==> config.mk <==
export PLATFORM = sky130hd
export DESIGN_NAME = usfb_top
export DESIGN_NICKNAME = d
export VERILOG_FILES = /design/src/usfb_pkg.sv /design/src/usfb_baud_gen.sv /design/src/usfb_sync2.sv /design/src/usfb_top.sv
export SDC_FILE = /design/constraint.sdc
export NUM_CORES = 1
export LEC_CHECK = 0
export BUFFER_PORTS_ARGS = -buffer_cell sky130_fd_sc_hd__buf_4
export CORE_MARGIN = 2
export CORE_UTILIZATION = 50
export CTS_BUF_LIST = sky130_fd_sc_hd__clkbuf_4 sky130_fd_sc_hd__clkbuf_8
export DETAILED_ROUTE_END_ITERATION = 12
export PLACE_DENSITY = 0.71
export SYNTH_ARGS = -nofsm -noshare
export SYNTH_HDL_FRONTEND = slang
export SYNTH_HIERARCHICAL = 1
export SYNTH_SLANG_ARGS = --single-unit
export TNS_END_PERCENT = 30
==> constraint.sdc <==
create_clock -name aclk -period 5.5 [get_ports aclk]
set_input_delay 0.55 -clock aclk [delete_from_list [all_inputs] [get_ports aclk]]
set_output_delay 0.55 -clock aclk [all_outputs]
set_load 0.005 [all_outputs]
==> src/usfb_pkg.sv <==
// What this block does
// RULE_01 - Mode field picks async, sync, reserved, SPI; here the SPI code runs asynchronous framing.
// RULE_02 - Parity field picks off, reserved, even, odd.
// RULE_03 - Transmitter appends computed parity to each frame.
// RULE_04 - Receiver checks parity and flags mismatches.
// RULE_05 - Stop select gives one or two stop bits.
// RULE_06 - Receiver ignores the stop-bit select.
// RULE_07 - Size from high bit plus two low bits.
// RULE_08 - Sync polarity chooses change and sample edges.
// RULE_09 - Software keeps polarity zero in async mode.
// RULE_10 - Divisor is twelve bits across two bytes.
// RULE_11 - Software writes zeros to divisor bits 15:12.
// RULE_12 - Low byte write reloads the prescaler immediately.
// RULE_13 - Software changes divisor only between frames.
// RULE_14 - Software keeps baud rate error small.
// RULE_15 - Double speed halves fixed divisor in async.
// RULE_16 - Bit rate is clock over N times divisor+1.
package usfb_pkg;
  localparam logic [7:0] USFB_OFS_FRAME = 8'h00;
  localparam logic [7:0] USFB_OFS_CTRL2 = 8'h04;
  localparam logic [7:0] USFB_OFS_BAUD_LO = 8'h08;
  localparam logic [7:0] USFB_OFS_BAUD_HI = 8'h0C;
  localparam logic [7:0] USFB_OFS_STATUS = 8'h10;
  localparam logic [7:0] USFB_OFS_TXDATA = 8'h14;
  localparam logic [7:0] USFB_OFS_RXDATA = 8'h18;
  localparam int USFB_POS_MODE = 6;
  localparam int USFB_POS_PARITY = 4;
  localparam int USFB_POS_STOP = 3;
  localparam int USFB_POS_SIZE = 1;
  localparam int USFB_POS_POL = 0;
  localparam int USFB_POS_SIZE_HI = 2;
  localparam int USFB_POS_RXEN = 4;
  localparam int USFB_POS_TXEN = 3;
  localparam int USFB_POS_DBL = 1;
  localparam logic [7:0] USFB_RST_FRAME = 8'h06;
  localparam logic [7:0] USFB_RST_CTRL2 = 8'h00;
  localparam logic [11:0] USFB_RST_BAUD = 12'h000;
  localparam logic [1:0] USFB_MODE_ASYNC = 2'h0;
  localparam logic [1:0] USFB_MODE_SYNC = 2'h1;
  localparam logic [1:0] USFB_PAR_EVEN = 2'h2;
  localparam logic [1:0] USFB_PAR_ODD = 2'h3;
  localparam int USFB_OVS_NORMAL = 16;
  localparam int USFB_OVS_DOUBLE = 8;
  localparam logic [1:0] USFB_RESP_OKAY = 2'h0;
  localparam logic [1:0] USFB_RESP_SLVERR = 2'h2;

  // Number of data bits; reserved size codes fall back to eight.
  function automatic logic [3:0] usfb_char_bits(input logic [2:0] code);
    case (code)
      3'h0: usfb_char_bits = 4'h5;
      3'h1: usfb_char_bits = 4'h6;
      3'h2: usfb_char_bits = 4'h7;
      3'h7: usfb_char_bits = 4'h9;
      default: usfb_char_bits = 4'h8;
    endcase
  endfunction

  // Parity over the used data bits, odd mode inverted.
  function automatic logic usfb_parity(input logic [8:0] data, input logic [3:0] nbits,
                                       input logic odd);
    logic p;
    p = odd;
    for (int i = 0; i < 9; i++) begin
      if (i < int'(nbits)) begin
        p = p ^ data[i];
      end
    end
    usfb_parity = p;
  endfunction
endpackage

==> src/usfb_baud_gen.sv <==
`timescale 1ns/10ps
module usfb_baud_gen import usfb_pkg::*; #(
  parameter int DIV_W = 12
) (
  input wire logic aclk,
  input wire logic aresetn,
  input wire logic [DIV_W-1:0] divisor,
  input wire logic reload,
  output logic tick
);
  if (DIV_W < 1 || DIV_W > 16) begin
    $error("usfb_baud_gen: DIV_W out of range");
  end
  logic [DIV_W-1:0] count_ff;

  // Counting down from the divisor gives one tick every divisor+1 clocks.
  always_ff @(posedge aclk) begin
    if (!aresetn) begin
      count_ff <= '0;
    end else if (reload) begin
      count_ff <= divisor; // RULE_12
    end else if (count_ff == '0) begin
      count_ff <= divisor; // RULE_16
    end else begin
      count_ff <= count_ff - 1'b1;
    end
  end
  assign tick = (count_ff == '0) && !reload;
endmodule

==> src/usfb_sync2.sv <==
`timescale 1ns/10ps
module usfb_sync2 (
  input wire logic aclk,
  input wire logic aresetn,
  input wire logic d,
  output logic q
);
  logic meta_ff;
  logic q_ff;

  always_ff @(posedge aclk) begin
    if (!aresetn) begin
      meta_ff <= 1'b1;
      q_ff <= 1'b1;
    end else begin
      meta_ff <= d;
      q_ff <= meta_ff;
    end
  end
  assign q = q_ff;
endmodule

==> src/usfb_top.sv <==
// Decided for this implementation: the AXI4-Lite interface to the registers and the register addresses.
`timescale 1ns/10ps
module usfb_top import usfb_pkg::*; (
  input wire logic aclk,
  input wire logic aresetn,
  input wire logic [7:0] s_axi_awaddr,
  input wire logic s_axi_awvalid,
  output logic s_axi_awready,
  input wire logic [31:0] s_axi_wdata,
  input wire logic [3:0] s_axi_wstrb,
  input wire logic s_axi_wvalid,
  output logic s_axi_wready,
  output logic [1:0] s_axi_bresp,
  output logic s_axi_bvalid,
  input wire logic s_axi_bready,
  input wire logic [7:0] s_axi_araddr,
  input wire logic s_axi_arvalid,
  output logic s_axi_arready,
  output logic [31:0] s_axi_rdata,
  output logic [1:0] s_axi_rresp,
  output logic s_axi_rvalid,
  input wire logic s_axi_rready,
  output logic transmit_pin,
  input wire logic receive_pin,
  input wire logic sync_clock_pin_i,
  output logic sync_clock_pin_o,
  output logic sync_clock_pin_oe
);
  typedef enum logic [2:0] {USFB_TX_IDLE, USFB_TX_START, USFB_TX_DATA, USFB_TX_PAR,
                            USFB_TX_STOP} usfb_tx_state_t;
  typedef enum logic [2:0] {USFB_RX_IDLE, USFB_RX_START, USFB_RX_DATA, USFB_RX_PAR,
                            USFB_RX_STOP} usfb_rx_state_t;

  logic [7:0] frame_format_control_ff;
  logic [7:0] ctrl2_ff;
  logic [11:0] baud_divisor_ff;
  logic aw_held_ff, w_held_ff;
  logic [7:0] awaddr_ff;
  logic [31:0] wdata_ff;
  logic [3:0] wstrb_ff;
  logic bvalid_ff, rvalid_ff;
  logic [1:0] bresp_ff, rresp_ff;
  logic [31:0] rdata_ff;
  logic [8:0] tx_buf_ff;
  logic tx_full_ff;
  logic [8:0] rx_buf_ff;
  logic rx_done_ff, parity_error_flag_ff, frame_err_ff;
  usfb_tx_state_t tx_state_ff;
  usfb_rx_state_t rx_state_ff;
  logic [8:0] tx_sh_ff, rx_sh_ff;
  logic [3:0] tx_bit_ff, rx_bit_ff, tx_os_ff, rx_os_ff;
  logic tx_stop2_ff, tx_par_ff, rx_par_ff;
  logic transmit_pin_ff;
  logic xck_gen_ff, xck_prev_ff;

  logic [1:0] operating_mode_select;
  logic [1:0] parity_mode_field;
  logic stop_bit_select, sync_clock_polarity, double_speed_bit, sync_mode;
  logic [2:0] char_size;
  logic [3:0] nbits;
  logic par_en, par_odd;
  logic baud_tick, baud_reload, rx_s, xck_s, xck_cur, change_edge, sample_edge;
  logic tx_step, rx_step;
  logic [3:0] os_last;
  logic wr_fire, rd_fire;

  assign operating_mode_select = frame_format_control_ff[USFB_POS_MODE +: 2]; // RULE_01
  assign parity_mode_field = frame_format_control_ff[USFB_POS_PARITY +: 2];
  assign stop_bit_select = frame_format_control_ff[USFB_POS_STOP];
  assign sync_clock_polarity = frame_format_control_ff[USFB_POS_POL];
  assign char_size = {ctrl2_ff[USFB_POS_SIZE_HI],
                      frame_format_control_ff[USFB_POS_SIZE +: 2]}; // RULE_07
  assign nbits = usfb_char_bits(char_size); // RULE_07
  assign par_en = parity_mode_field[1]; // RULE_02
  assign par_odd = parity_mode_field == USFB_PAR_ODD; // RULE_02
  assign double_speed_bit = ctrl2_ff[USFB_POS_DBL];
  assign sync_mode = operating_mode_select == USFB_MODE_SYNC; // RULE_01
  // Reserved and SPI modes fall back to asynchronous framing.
  assign os_last = (double_speed_bit && !sync_mode) ?
                   4'(USFB_OVS_DOUBLE - 1) : 4'(USFB_OVS_NORMAL - 1); // RULE_15

  // AXI4-Lite write: address and data are taken in either order.
  assign s_axi_awready = !aw_held_ff && !bvalid_ff;
  assign s_axi_wready = !w_held_ff && !bvalid_ff;
  assign wr_fire = aw_held_ff && w_held_ff && !bvalid_ff;
  assign s_axi_arready = !rvalid_ff;
  assign rd_fire = s_axi_arvalid && !rvalid_ff;

  always_ff @(posedge aclk) begin
    if (!aresetn) begin
      aw_held_ff <= 1'b0;
      w_held_ff <= 1'b0;
      awaddr_ff <= 8'h00;
      wdata_ff <= 32'h0;
      wstrb_ff <= 4'h0;
      bvalid_ff <= 1'b0;
      bresp_ff <= USFB_RESP_OKAY;
    end else begin
      if (s_axi_awvalid && s_axi_awready) begin
        aw_held_ff <= 1'b1;
        awaddr_ff <= s_axi_awaddr;
      end
      if (s_axi_wvalid && s_axi_wready) begin
        w_held_ff <= 1'b1;
        wdata_ff <= s_axi_wdata;
        wstrb_ff <= s_axi_wstrb;
      end
      if (wr_fire) begin
        aw_held_ff <= 1'b0;
        w_held_ff <= 1'b0;
        bvalid_ff <= 1'b1;
        case ({awaddr_ff[7:2], 2'b00})
          USFB_OFS_FRAME, USFB_OFS_CTRL2, USFB_OFS_BAUD_LO, USFB_OFS_BAUD_HI,
          USFB_OFS_STATUS, USFB_OFS_TXDATA, USFB_OFS_RXDATA: bresp_ff <= USFB_RESP_OKAY;
          default: bresp_ff <= USFB_RESP_SLVERR;
        endcase
      end else if (bvalid_ff && s_axi_bready) begin
        bvalid_ff <= 1'b0;
      end
    end
  end

  logic wr_lane0;
  logic [7:0] wr_reg;
  assign wr_lane0 = wr_fire && wstrb_ff[0];
  assign wr_reg = {awaddr_ff[7:2], 2'b00};
  assign baud_reload = wr_lane0 && wr_reg == USFB_OFS_BAUD_LO; // RULE_12
  // The register updates on the same edge, so the reload takes the new byte directly.
  logic [11:0] baud_next;
  assign baud_next = baud_reload ? {baud_divisor_ff[11:8], wdata_ff[7:0]} : baud_divisor_ff;

  always_ff @(posedge aclk) begin
    if (!aresetn) begin
      frame_format_control_ff <= USFB_RST_FRAME;
      ctrl2_ff <= USFB_RST_CTRL2;
      baud_divisor_ff <= USFB_RST_BAUD;
    end else if (wr_lane0) begin
      if (wr_reg == USFB_OFS_FRAME) begin
        frame_format_control_ff <= wdata_ff[7:0];
      end
      if (wr_reg == USFB_OFS_CTRL2) begin
        ctrl2_ff <= wdata_ff[7:0];
      end
      if (wr_reg == USFB_OFS_BAUD_LO) begin
        baud_divisor_ff[7:0] <= wdata_ff[7:0]; // RULE_10
      end
      if (wr_reg == USFB_OFS_BAUD_HI) begin
        // Bits 15:12 are not stored, so they always read as zero.
        baud_divisor_ff[11:8] <= wdata_ff[3:0]; // RULE_10
      end
    end
  end

  // Read side; reading received data clears the receive flags.
  always_ff @(posedge aclk) begin
    if (!aresetn) begin
      rvalid_ff <= 1'b0;
      rdata_ff <= 32'h0;
      rresp_ff <= USFB_RESP_OKAY;
    end else if (rd_fire) begin
      rvalid_ff <= 1'b1;
      rresp_ff <= USFB_RESP_OKAY;
      case ({s_axi_araddr[7:2], 2'b00})
        USFB_OFS_FRAME: rdata_ff <= {24'h0, frame_format_control_ff};
        USFB_OFS_CTRL2: rdata_ff <= {24'h0, ctrl2_ff};
        USFB_OFS_BAUD_LO: rdata_ff <= {24'h0, baud_divisor_ff[7:0]};
        USFB_OFS_BAUD_HI: rdata_ff <= {28'h0, baud_divisor_ff[11:8]};
        USFB_OFS_STATUS: rdata_ff <= {27'h0, !tx_full_ff, frame_err_ff,
                                      parity_error_flag_ff, rx_done_ff, tx_state_ff != USFB_TX_IDLE};
        USFB_OFS_TXDATA: rdata_ff <= {23'h0, tx_buf_ff};
        USFB_OFS_RXDATA: rdata_ff <= {23'h0, rx_buf_ff};
        default: begin
          rdata_ff <= 32'h0;
          rresp_ff <= USFB_RESP_SLVERR;
        end
      endcase
    end else if (rvalid_ff && s_axi_rready) begin
      rvalid_ff <= 1'b0;
    end
  end
  assign s_axi_bvalid = bvalid_ff;
  assign s_axi_bresp = bresp_ff;
  assign s_axi_rvalid = rvalid_ff;
  assign s_axi_rdata = rdata_ff;
  assign s_axi_rresp = rresp_ff;

  usfb_baud_gen #(.DIV_W(12)) u_baud (
    .aclk(aclk),
    .aresetn(aresetn),
    .divisor(baud_next),
    .reload(baud_reload),
    .tick(baud_tick)
  );
  usfb_sync2 u_rx_sync (
    .aclk(aclk),
    .aresetn(aresetn),
    .d(receive_pin),
    .q(rx_s)
  );
  usfb_sync2 u_xck_sync (
    .aclk(aclk),
    .aresetn(aresetn),
    .d(sync_clock_pin_i),
    .q(xck_s)
  );

  // The device is clock slave in synchronous mode and master in async mode.
  assign xck_cur = sync_mode ? xck_s : xck_gen_ff;
  always_ff @(posedge aclk) begin
    if (!aresetn) begin
      xck_gen_ff <= 1'b0;
      xck_prev_ff <= 1'b0;
    end else begin
      if (baud_tick) begin
        xck_gen_ff <= !xck_gen_ff;
      end
      xck_prev_ff <= xck_cur;
    end
  end
  assign change_edge = sync_mode && (xck_cur != xck_prev_ff) &&
                       (xck_cur == !sync_clock_polarity); // RULE_08
  assign sample_edge = sync_mode && (xck_cur != xck_prev_ff) &&
                       (xck_cur == sync_clock_polarity); // RULE_08
  assign sync_clock_pin_o = xck_gen_ff;
  assign sync_clock_pin_oe = !sync_mode;

  // Transmitter.
  assign tx_step = sync_mode ? change_edge : (baud_tick && tx_os_ff == os_last);
  always_ff @(posedge aclk) begin
    if (!aresetn) begin
      tx_state_ff <= USFB_TX_IDLE;
      tx_sh_ff <= 9'h0;
      tx_bit_ff <= 4'h0;
      tx_os_ff <= 4'h0;
      tx_stop2_ff <= 1'b0;
      tx_par_ff <= 1'b0;
      transmit_pin_ff <= 1'b1;
      tx_buf_ff <= 9'h0;
      tx_full_ff <= 1'b0;
    end else begin
      if (wr_fire && wr_reg == USFB_OFS_TXDATA && !tx_full_ff) begin
        tx_buf_ff <= wdata_ff[8:0];
        tx_full_ff <= 1'b1;
      end
      if (baud_tick) begin
        tx_os_ff <= (tx_os_ff >= os_last) ? 4'h0 : tx_os_ff + 4'h1;
      end
      // Starting as the last stop bit ends keeps back-to-back frames at the chosen stop count.
      if ((tx_state_ff == USFB_TX_IDLE || (tx_state_ff == USFB_TX_STOP && !tx_stop2_ff)) &&
          tx_full_ff && ctrl2_ff[USFB_POS_TXEN] && tx_step) begin // RULE_05
        tx_sh_ff <= tx_buf_ff;
        tx_par_ff <= usfb_parity(tx_buf_ff, nbits, par_odd); // RULE_03
        tx_full_ff <= 1'b0;
        tx_state_ff <= USFB_TX_START;
        transmit_pin_ff <= 1'b0;
      end else if (tx_step) begin
        case (tx_state_ff)
          USFB_TX_START, USFB_TX_DATA: begin
            if (tx_state_ff == USFB_TX_DATA && tx_bit_ff == nbits) begin
              tx_bit_ff <= 4'h0;
              tx_stop2_ff <= stop_bit_select; // RULE_05
              transmit_pin_ff <= par_en ? tx_par_ff : 1'b1; // RULE_03
              tx_state_ff <= par_en ? USFB_TX_PAR : USFB_TX_STOP;
            end else begin
              transmit_pin_ff <= tx_sh_ff[0];
              tx_sh_ff <= tx_sh_ff >> 1;
              tx_bit_ff <= tx_bit_ff + 4'h1;
              tx_state_ff <= USFB_TX_DATA;
            end
          end
          USFB_TX_PAR: begin
            transmit_pin_ff <= 1'b1;
            tx_state_ff <= USFB_TX_STOP;
          end
          USFB_TX_STOP: begin
            transmit_pin_ff <= 1'b1;
            tx_stop2_ff <= 1'b0;
            tx_state_ff <= tx_stop2_ff ? USFB_TX_STOP : USFB_TX_IDLE; // RULE_05
          end
          default: tx_state_ff <= USFB_TX_IDLE;
        endcase
      end
    end
  end
  assign transmit_pin = transmit_pin_ff;

  // Receiver: one stop bit always checked, whatever the stop select says.
  assign rx_step = sync_mode ? sample_edge : (baud_tick && rx_os_ff == os_last);
  always_ff @(posedge aclk) begin
    if (!aresetn) begin
      rx_state_ff <= USFB_RX_IDLE;
      rx_sh_ff <= 9'h0;
      rx_bit_ff <= 4'h0;
      rx_os_ff <= 4'h0;
      rx_par_ff <= 1'b0;
      rx_buf_ff <= 9'h0;
      rx_done_ff <= 1'b0;
      parity_error_flag_ff <= 1'b0;
      frame_err_ff <= 1'b0;
    end else begin
      if (rd_fire && {s_axi_araddr[7:2], 2'b00} == USFB_OFS_RXDATA) begin
        rx_done_ff <= 1'b0;
        parity_error_flag_ff <= 1'b0;
        frame_err_ff <= 1'b0;
      end
      if (baud_tick) begin
        rx_os_ff <= (rx_os_ff >= os_last) ? 4'h0 : rx_os_ff + 4'h1;
      end
      if (rx_state_ff == USFB_RX_IDLE) begin
        if (!rx_s && ctrl2_ff[USFB_POS_RXEN]) begin
          // Aligning the phase on the start edge puts samples mid-bit.
          rx_os_ff <= 4'((int'(os_last) + 1) / 2);
          // In synchronous mode the start state absorbs the start bit's own sample edge.
          rx_state_ff <= USFB_RX_START;
          rx_bit_ff <= 4'h0;
          rx_sh_ff <= 9'h0;
        end
      end else if (rx_step) begin
        case (rx_state_ff)
          USFB_RX_START: rx_state_ff <= USFB_RX_DATA;
          USFB_RX_DATA: begin
            rx_sh_ff[rx_bit_ff] <= rx_s;
            rx_bit_ff <= rx_bit_ff + 4'h1;
            if (rx_bit_ff + 4'h1 == nbits) begin
              rx_state_ff <= par_en ? USFB_RX_PAR : USFB_RX_STOP;
            end
          end
          USFB_RX_PAR: begin
            rx_par_ff <= rx_s;
            rx_state_ff <= USFB_RX_STOP;
          end
          USFB_RX_STOP: begin
            rx_buf_ff <= rx_sh_ff;
            rx_done_ff <= 1'b1; // RULE_06
            frame_err_ff <= !rx_s;
            parity_error_flag_ff <= par_en &&
                                    (usfb_parity(rx_sh_ff, nbits, par_odd) != rx_par_ff); // RULE_04
            rx_state_ff <= USFB_RX_IDLE;
          end
          default: rx_state_ff <= USFB_RX_IDLE;
        endcase
      end
    end
  end
endmodule

**Word level (Yosys, flattened, before mapping)**

Index checks and enable logic that the tools add are counted.

- Bits in registers: 170
- Input bits: 61
- Output and inout bits: 44
- Logic and storage cells: 330

- $add $sub $neg: 7
- $lt $le $gt $ge: 13
- Equal/unequal tests: 37
- Mux-type cells: 136
- Bitwise operators: 22
- Reduce and logical (&&, ||, !) cells: 75

Operator list:

| operator | number |
|---|---|
| $mux 1 | 97 |
| $mux 9 | 8 |
| $pmux 9 s7 | 1 |
| $mux 4 | 11 |
| $eq 6x3->1 const B | 6 |
| $logic_and 1x1->1 | 29 |
| $eq 6x2->1 const B | 4 |
| $mux 12 | 2 |
| $mux 3 | 7 |
| $pmux 3 s3 | 2 |
| $reduce_and 3->1 | 6 |
| $xor 1x1->1 | 18 |
| $add 4x1->4 const B | 4 |
| $eq 4x4->1 | 4 |
| $lt 3x4->1 const A | 4 |
| $pmux 4 s4 | 1 |
| $eq 3x2->1 const B | 5 |
| $reduce_bool 2->1 | 7 |
| $reduce_or 7->1 | 2 |
| $eq 6x1->1 const B | 2 |
| $logic_not 12->1 | 1 |
| $logic_not 6->1 | 2 |
| $sub 12x1->12 const B | 1 |
| $logic_not 1->1 | 11 |
| 31 further kinds | 55 |

**Logic depth before layout (Yosys ltp)**

- Word-level depth: 64
- Mapped depth: 15
- Gate-level depth less buffers: 12

**Cells and area by module**

The synthesis kept the hierarchy.

By module, submodules not included:

| module | instances | cells an instance | area an instance (um^2) |
|---|---|---|---|
| usfb_top | 1 | 749 | 6508.7 |
| usfb_baud_gen | 1 | 77 | 668.1 |
| usfb_sync2 | 2 | 4 | 52.6 |

**Worst setup path before layout**

No wires, ideal clock.

- Path kind: register to register
- Start: register bvalid_ff, in the netlist s_axi_bvalid
- End: register tx_sh_ff[6]
- Arrival: 2.794 ns
- Setup slack: 2.615 ns
- Stages on the path, launching flop included: 15
- Path buffers: 3
- Clock period less this slack: 2.885 ns
- Cell sequence: dfxtp_1 > nand3b_4 > nor4_4 > nand3b_2 > or3b_1 > buf_6 > inv_1 > nor2_1 > buf_2 > and4_1 > o2111ai_1 > nor2_1 > buf_2 > mux2i_1 > a311oi_1

- Cells in the longest elaborated chain, start to end: 11

RTL lines:

| what | line | text |
|---|---|---|
| start: declaration | usfb_top.sv:41 | `logic bvalid_ff, rvalid_ff;` |
| start signal: assignment | usfb_top.sv:96 | `bvalid_ff <= 1'b0;` |
| start signal: assignment | usfb_top.sv:111 | `bvalid_ff <= 1'b1;` |
| start signal: assignment | usfb_top.sv:118 | `bvalid_ff <= 1'b0;` |
| $logic_not 1->1 (*) | usfb_top.sv:85 | `assign wr_fire = aw_held_ff && w_held_ff && !bvalid_ff;` |
| $logic_and 1x1->1 (*) | usfb_top.sv:85 |  |
| $logic_and 1x1->1 (*) | usfb_top.sv:125 | `assign wr_lane0 = wr_fire && wstrb_ff[0];` |
| $logic_and 1x1->1 (*) | usfb_top.sv:127 | `assign baud_reload = wr_lane0 && wr_reg == USFB_OFS_BAUD_LO;` |
| net baud_reload | usfb_top.sv:62 | `logic baud_tick, baud_reload, rx_s, xck_s, xck_cur, change_edge, sample_edge;` |
| $logic_not 1->1 (*) | usfb_baud_gen.sv:28 | `assign tick = (count_ff == '0) && !reload;` |
| $logic_and 1x1->1 (*) | usfb_baud_gen.sv:28 |  |
| net baud_tick | usfb_top.sv:62 |  |
| $logic_and 1x1->1 (*) | usfb_top.sv:228 | `assign tx_step = sync_mode ? change_edge : (baud_tick && tx_os_ff == os_last);` |
| $mux 1 (*) | usfb_top.sv:228 |  |
| $logic_and 1x1->1 | usfb_top.sv:250 | `tx_full_ff && ctrl2_ff[USFB_POS_TXEN] && tx_step) begin` |
| $ne 2x2->1 (no line) or $reduce_bool 2->1 (tied branches) | - |  |
| $reduce_and 3->1 (no line) | - |  |
| end signal: assignment | usfb_top.sv:251 | `tx_sh_ff <= tx_buf_ff;` |
| end signal: assignment | usfb_top.sv:266 | `tx_sh_ff <= tx_sh_ff >> 1;` |
| end: declaration | usfb_top.sv:50 | `logic [8:0] tx_sh_ff, rx_sh_ff;` |

The timed path passes the listed nets; every way through them passes the cells marked *.
A chain may end at the register's enable or synchronous reset.

**Worst setup path in the final report**

- Start: register bvalid_ff, in the netlist s_axi_bvalid
- End: register rx_sh_ff[5]

- Cells in the longest elaborated chain, start to end: 10

RTL lines:

| what | line | text |
|---|---|---|
| $logic_not 1->1 | usfb_top.sv:85 |  |
| $logic_and 1x1->1 | usfb_top.sv:85 |  |
| $logic_and 1x1->1 | usfb_top.sv:125 |  |
| $logic_and 1x1->1 | usfb_top.sv:127 |  |
| net baud_reload | usfb_top.sv:62 |  |
| $logic_not 1->1 | usfb_baud_gen.sv:28 |  |
| $logic_and 1x1->1 | usfb_baud_gen.sv:28 |  |
| net baud_tick | usfb_top.sv:62 |  |
| $logic_and 1x1->1 | usfb_top.sv:288 | `assign rx_step = sync_mode ? sample_edge : (baud_tick && rx_os_ff == os_last);` |
| $mux 1 | usfb_top.sv:288 |  |
| $reduce_bool 2->1 (no line) | - |  |
| $reduce_and 3->1 (no line) | - |  |
| end signal: indexed assignment | usfb_top.sv:322 | `rx_sh_ff[rx_bit_ff] <= rx_s;` |
| end: declaration | usfb_top.sv:50 |  |

The timed path passes the listed nets, and every way through them passes these cells.

==> impl_metrics.py <==
metrics = {
    "clocking": {
        "h-tree-depth": 4,
        "numCtsBuffers": 17,
        "clk_latency_ns": 0.46,
        "cts-root-buf": "clkbuf_8",
        "cts_buffer_depth": 2,
        "clk_pin_slew_ns": 0.07,
        "cts_tree": "done",
        "cts_setup_buffers": 0,
        "clock-sinks": 143,
        "ctsResizeCount": 0,
        "cts_hold_buffers": 0,
    },
    "sta": {
        "tightest_slew_ns": 1.18,
        "max_freq_mhz": 245,
        "slew_headroom_pct": 21.3,
        "finalHoldViolCount": 0,
        "slew_violations": 0,
        "fin_setup_tns_ns": 0,
        "rsz0062_at_grt": "no",
        "post-route-period-util_pct": 74.1,
        "fin_worst_skew_ns": 0.0105,
        "period_minus_slack_ns": 4.08,
        "setup_violations": 0,
    },
    "grt": {
        "grt_max_degree": 67,
        "grt_pass1_wl_um": 27900,
        "grt_overflow": 0,
        "grt_pass1_vias": 5434,
        "antenna_found_initial": 0,
        "grt_usage_pct": 22.2,
    },
    "worst_setup_path": {
        "worstPathCellList": "nand3b_4, nor4_4, nand3b_2, or3b_1, inv_1, nor2_1, buf_4, a41oi_1, nor3_1, nor2_1, o211ai_1, o21ai_0",
        "critical_path_class": "flip-flop to flip-flop",
        "rr_worst_depth": 12,
        "endpoint": "rx_sh_ff[5]",
        "cp.arrival_ns": 4.41,
        "rr_startpoint": "s_axi_bvalid",
        "startpoint": "s_axi_bvalid",
        "reg2reg_slack_ns": 1.42,
        "critPathRequiredTime_ns": 5.84,
        "reg2reg_to": "rx_sh_ff[5]",
        "critPathMaxFanout": 19,
        "critPathSlowestCell": "nor3_1",
        "cp-end-kind": "flip-flop",
        "crit_path_frequent_cell": "nor2_1",
        "critPathMaxStageDelay_ns": 0.98,
        "worst_setup_path_start_kind": "flip-flop",
    },
    "worst_hold_path": {
        "hp-class": "input pin to flip-flop",
    },
    "routing": {
        "vias_per_cell": 5.62,
        "drc": 0,
        "ant_nets": 0,
        "drt_wl_total_um": 17000,
        "drt_iter0_markers": 594,
        "firstDrtPassIters": 5,
        "vias": 5949,
        "avgRoutedWirePerCell_um": 16.1,
    },
    "synthesis": {
        "yosysUniqueCellTypes": 77,
        "synth_edf_count": 0,
        "yosys_warnings": 6,
        "ys_seq_area_share_pct": 39.3,
        "synth.cell_area_um2": 7280,
        "postSynthAreaPerCell_um2": 8.73,
        "async_flop_share_pct": 0,
        "synth_ff_type": "dfxtp_1",
        "synth_cells": 834,
        "synth-seq-cells": 143,
    },
    "cells_and_area": {
        "n_antenna_cell": 0,
        "synthToLayoutAreaGrowth_pct": 10.1,
        "drive_above_1_share_pct": 13.4,
        "fin_area_um2": 8020,
        "multi_input_area_um2": 4050,
        "seq_area_um2": 2860,
        "final_cells": 1058,
        "final_cell_mix": "dfxtp_1 (143), nor2_1 (89), nand2_1 (81), a21oi_1 (68), mux2i_1 (65)",
        "layout.nets": 933,
        "final_common_cell": "dfxtp_1",
        "nFillCells": 1357,
    },
    "floorplan": {
        "die_x_um": 125,
        "core_area_um2": 14400,
        "dieArea_um2": 15500,
        "ios": 105,
        "row_count": 44,
        "chipHeight_um": 125,
        "initial_core_util_pct": 50.7,
    },
    "power_and_ir_drop": {
        "power_frac_seq_pct": 47.3,
        "intPower_mw": 1.78,
        "irDropWorstVdd_mv": 0.149,
        "switchingPower_mw": 0.705,
        "p_leak_nw": 3.24,
        "pwr-share-comb_pct": 17.2,
        "clock_power_share_pct": 35.5,
        "sw_frac_of_total_pct": 28.4,
        "power_density_nw_per_um2": 310,
    },
    "placed_design": {
        "port_buffers": 49,
        "gp_congestion": 0.829,
        "hpwlAfterDp_um": 11800,
        "dpl_cell_area_um2": 7600,
        "placed_cells": 1026,
    },
    "flow_run": {
        "maxCapViolCount": 0,
    },
    "outcome": {
        "status": "completed",
    },
}
## final cells by class
type	count	share of cell area, %
multi-input combinational	627	50.5
sequential	143	35.7
inverter	20	0.936
clock inverter	10	1.70
timing repair buffer	52	4.87
tap	184	2.87
clock buffer	22	3.46
## cell families (layout without fill, tap and decap cells)
| kind of cell | count (synthesis) | in the layout | synth area share (%) |
|---|---|---|---|
| flip-flops | 143 | 143 | 39.3 |
| other | 1 | 25 | 0.0515 |
| AND/OR/NAND/NOR | 292 | 292 | 20.4 |
| multiplexers | 78 | 78 | 12.0 |
| XOR/XNOR | 30 | 30 | 3.61 |
| buffers and inverters | 88 | 104 | 6.36 |
| AO/OA/AOI/OAI | 190 | 190 | 16.3 |
| adder cells (fa/ha/maj) | 12 | 12 | 2.03 |
## Yosys cell counts (3+ instances only)
library cell    n  share of area (%)
buf_4          25                2.6
nor4_1          4               0.34
buf_6           4               0.62
inv_1          19               0.98
a22oi_1         4               0.41
nand4b_1        3               0.36
o21ai_0        36                2.5
xnor2_1        23                2.8
nor3_1         12               0.82
xor2_1          7               0.84
nor2_1         89                4.6
a21oi_1        68                4.7
nor3b_1         5               0.52
nand2b_1       13                1.1
nand3b_1        5               0.52
nand4_1         4               0.34
and2_1         15                1.3
buf_2           7               0.48
or3_1           5               0.43
a221oi_1        3               0.36
ha_1           11                1.9
nand3_1        23                1.6
o211ai_1       11                1.1
and3_1          5               0.43
a31oi_1        11               0.95
nand2_1        81                4.2
nor2b_1         7               0.60
o21ai_1         9               0.62
mux2i_1        65                8.9
mux4_2          4                1.2
dfxtp_1       143                 39
a311oi_1        8               0.96
o2bb2ai_1       3               0.36
o31ai_1         3               0.31
mux2_4          8                1.6
a32oi_1         4               0.48
o21a_1          3               0.31
clkbuf_1       30                1.5
a211oi_1        5               0.52
## metal layers
metal / global-route usage, % / part of all wire, % / vias up
li1: - / - / 2968
met1: 30.8 / 48 / 2802
met2: 34.3 / 45 / 153
met3: 4.68 / 4.6 / 26
met4: 8.00 / 1.9 / 0
met5: 0 / 0 / -
## registers in the layout, summed over array words and instances (netlist names), 9 cells and up
| register | count |
|---|---|
| baud_divisor_ff | 12 |
| rx_sh_ff | 9 |
| rx_buf_ff | 9 |
| tx_buf_ff | 9 |
| wdata_ff | 9 |
| u_baud/count_ff | 12 |
| tx_sh_ff | 9 |
| s_axi_rdata | 9 |
## worst max-delay path: cells and delay by family, from the launching register on
family | cells | cell delay (ns)
AOI/OAI and AO/OA | 3 | 0.61
and+or+nand+nor | 7 | 2.47
DFF | 1 | 0.44
buffers and inverters | 2 | 0.42
## power groups by stage
stage                     sequential [mW]  clock, mW  combinational (mW)
after CTS                            1.17      0.898               0.428
after global placement               1.19          0               0.418
after floorplan                      1.18          0               0.345
after detailed placement             1.19          0               0.426
final                                1.17      0.883               0.427
after global routing                 1.18      0.935               0.480
## how the worst min path moves through the flow
stage                       startpoint                 end  cells after the start
finish                sync_clock_pin_i  u_xck_sync/meta_ff                      2
global route          sync_clock_pin_i  u_xck_sync/meta_ff                      2
CTS                   sync_clock_pin_i  u_xck_sync/meta_ff                      2
detailed placement  u_xck_sync/meta_ff        u_xck_sync/q                      1
global placement    u_xck_sync/meta_ff        u_xck_sync/q                      1
floorplan            u_rx_sync/meta_ff         u_rx_sync/q                      1
## through the flow
stage | setup slack, ns | utilization, % | hold WS [ns] | power [mW]
after floorplan | 2.61 | - | 0.386 | 1.52
after global placement | 1.56 | 52.9 | 0.388 | 1.61
after detailed placement | 1.48 | 52.9 | 0.396 | 1.62
after CTS | 1.44 | 55.8 | 0.244 | 2.50
after global routing | 0.852 | 55.8 | 0.261 | 2.60
final | 1.42 | 55.8 | 0.274 | 2.48
Power figures use the tool's default switching activity.
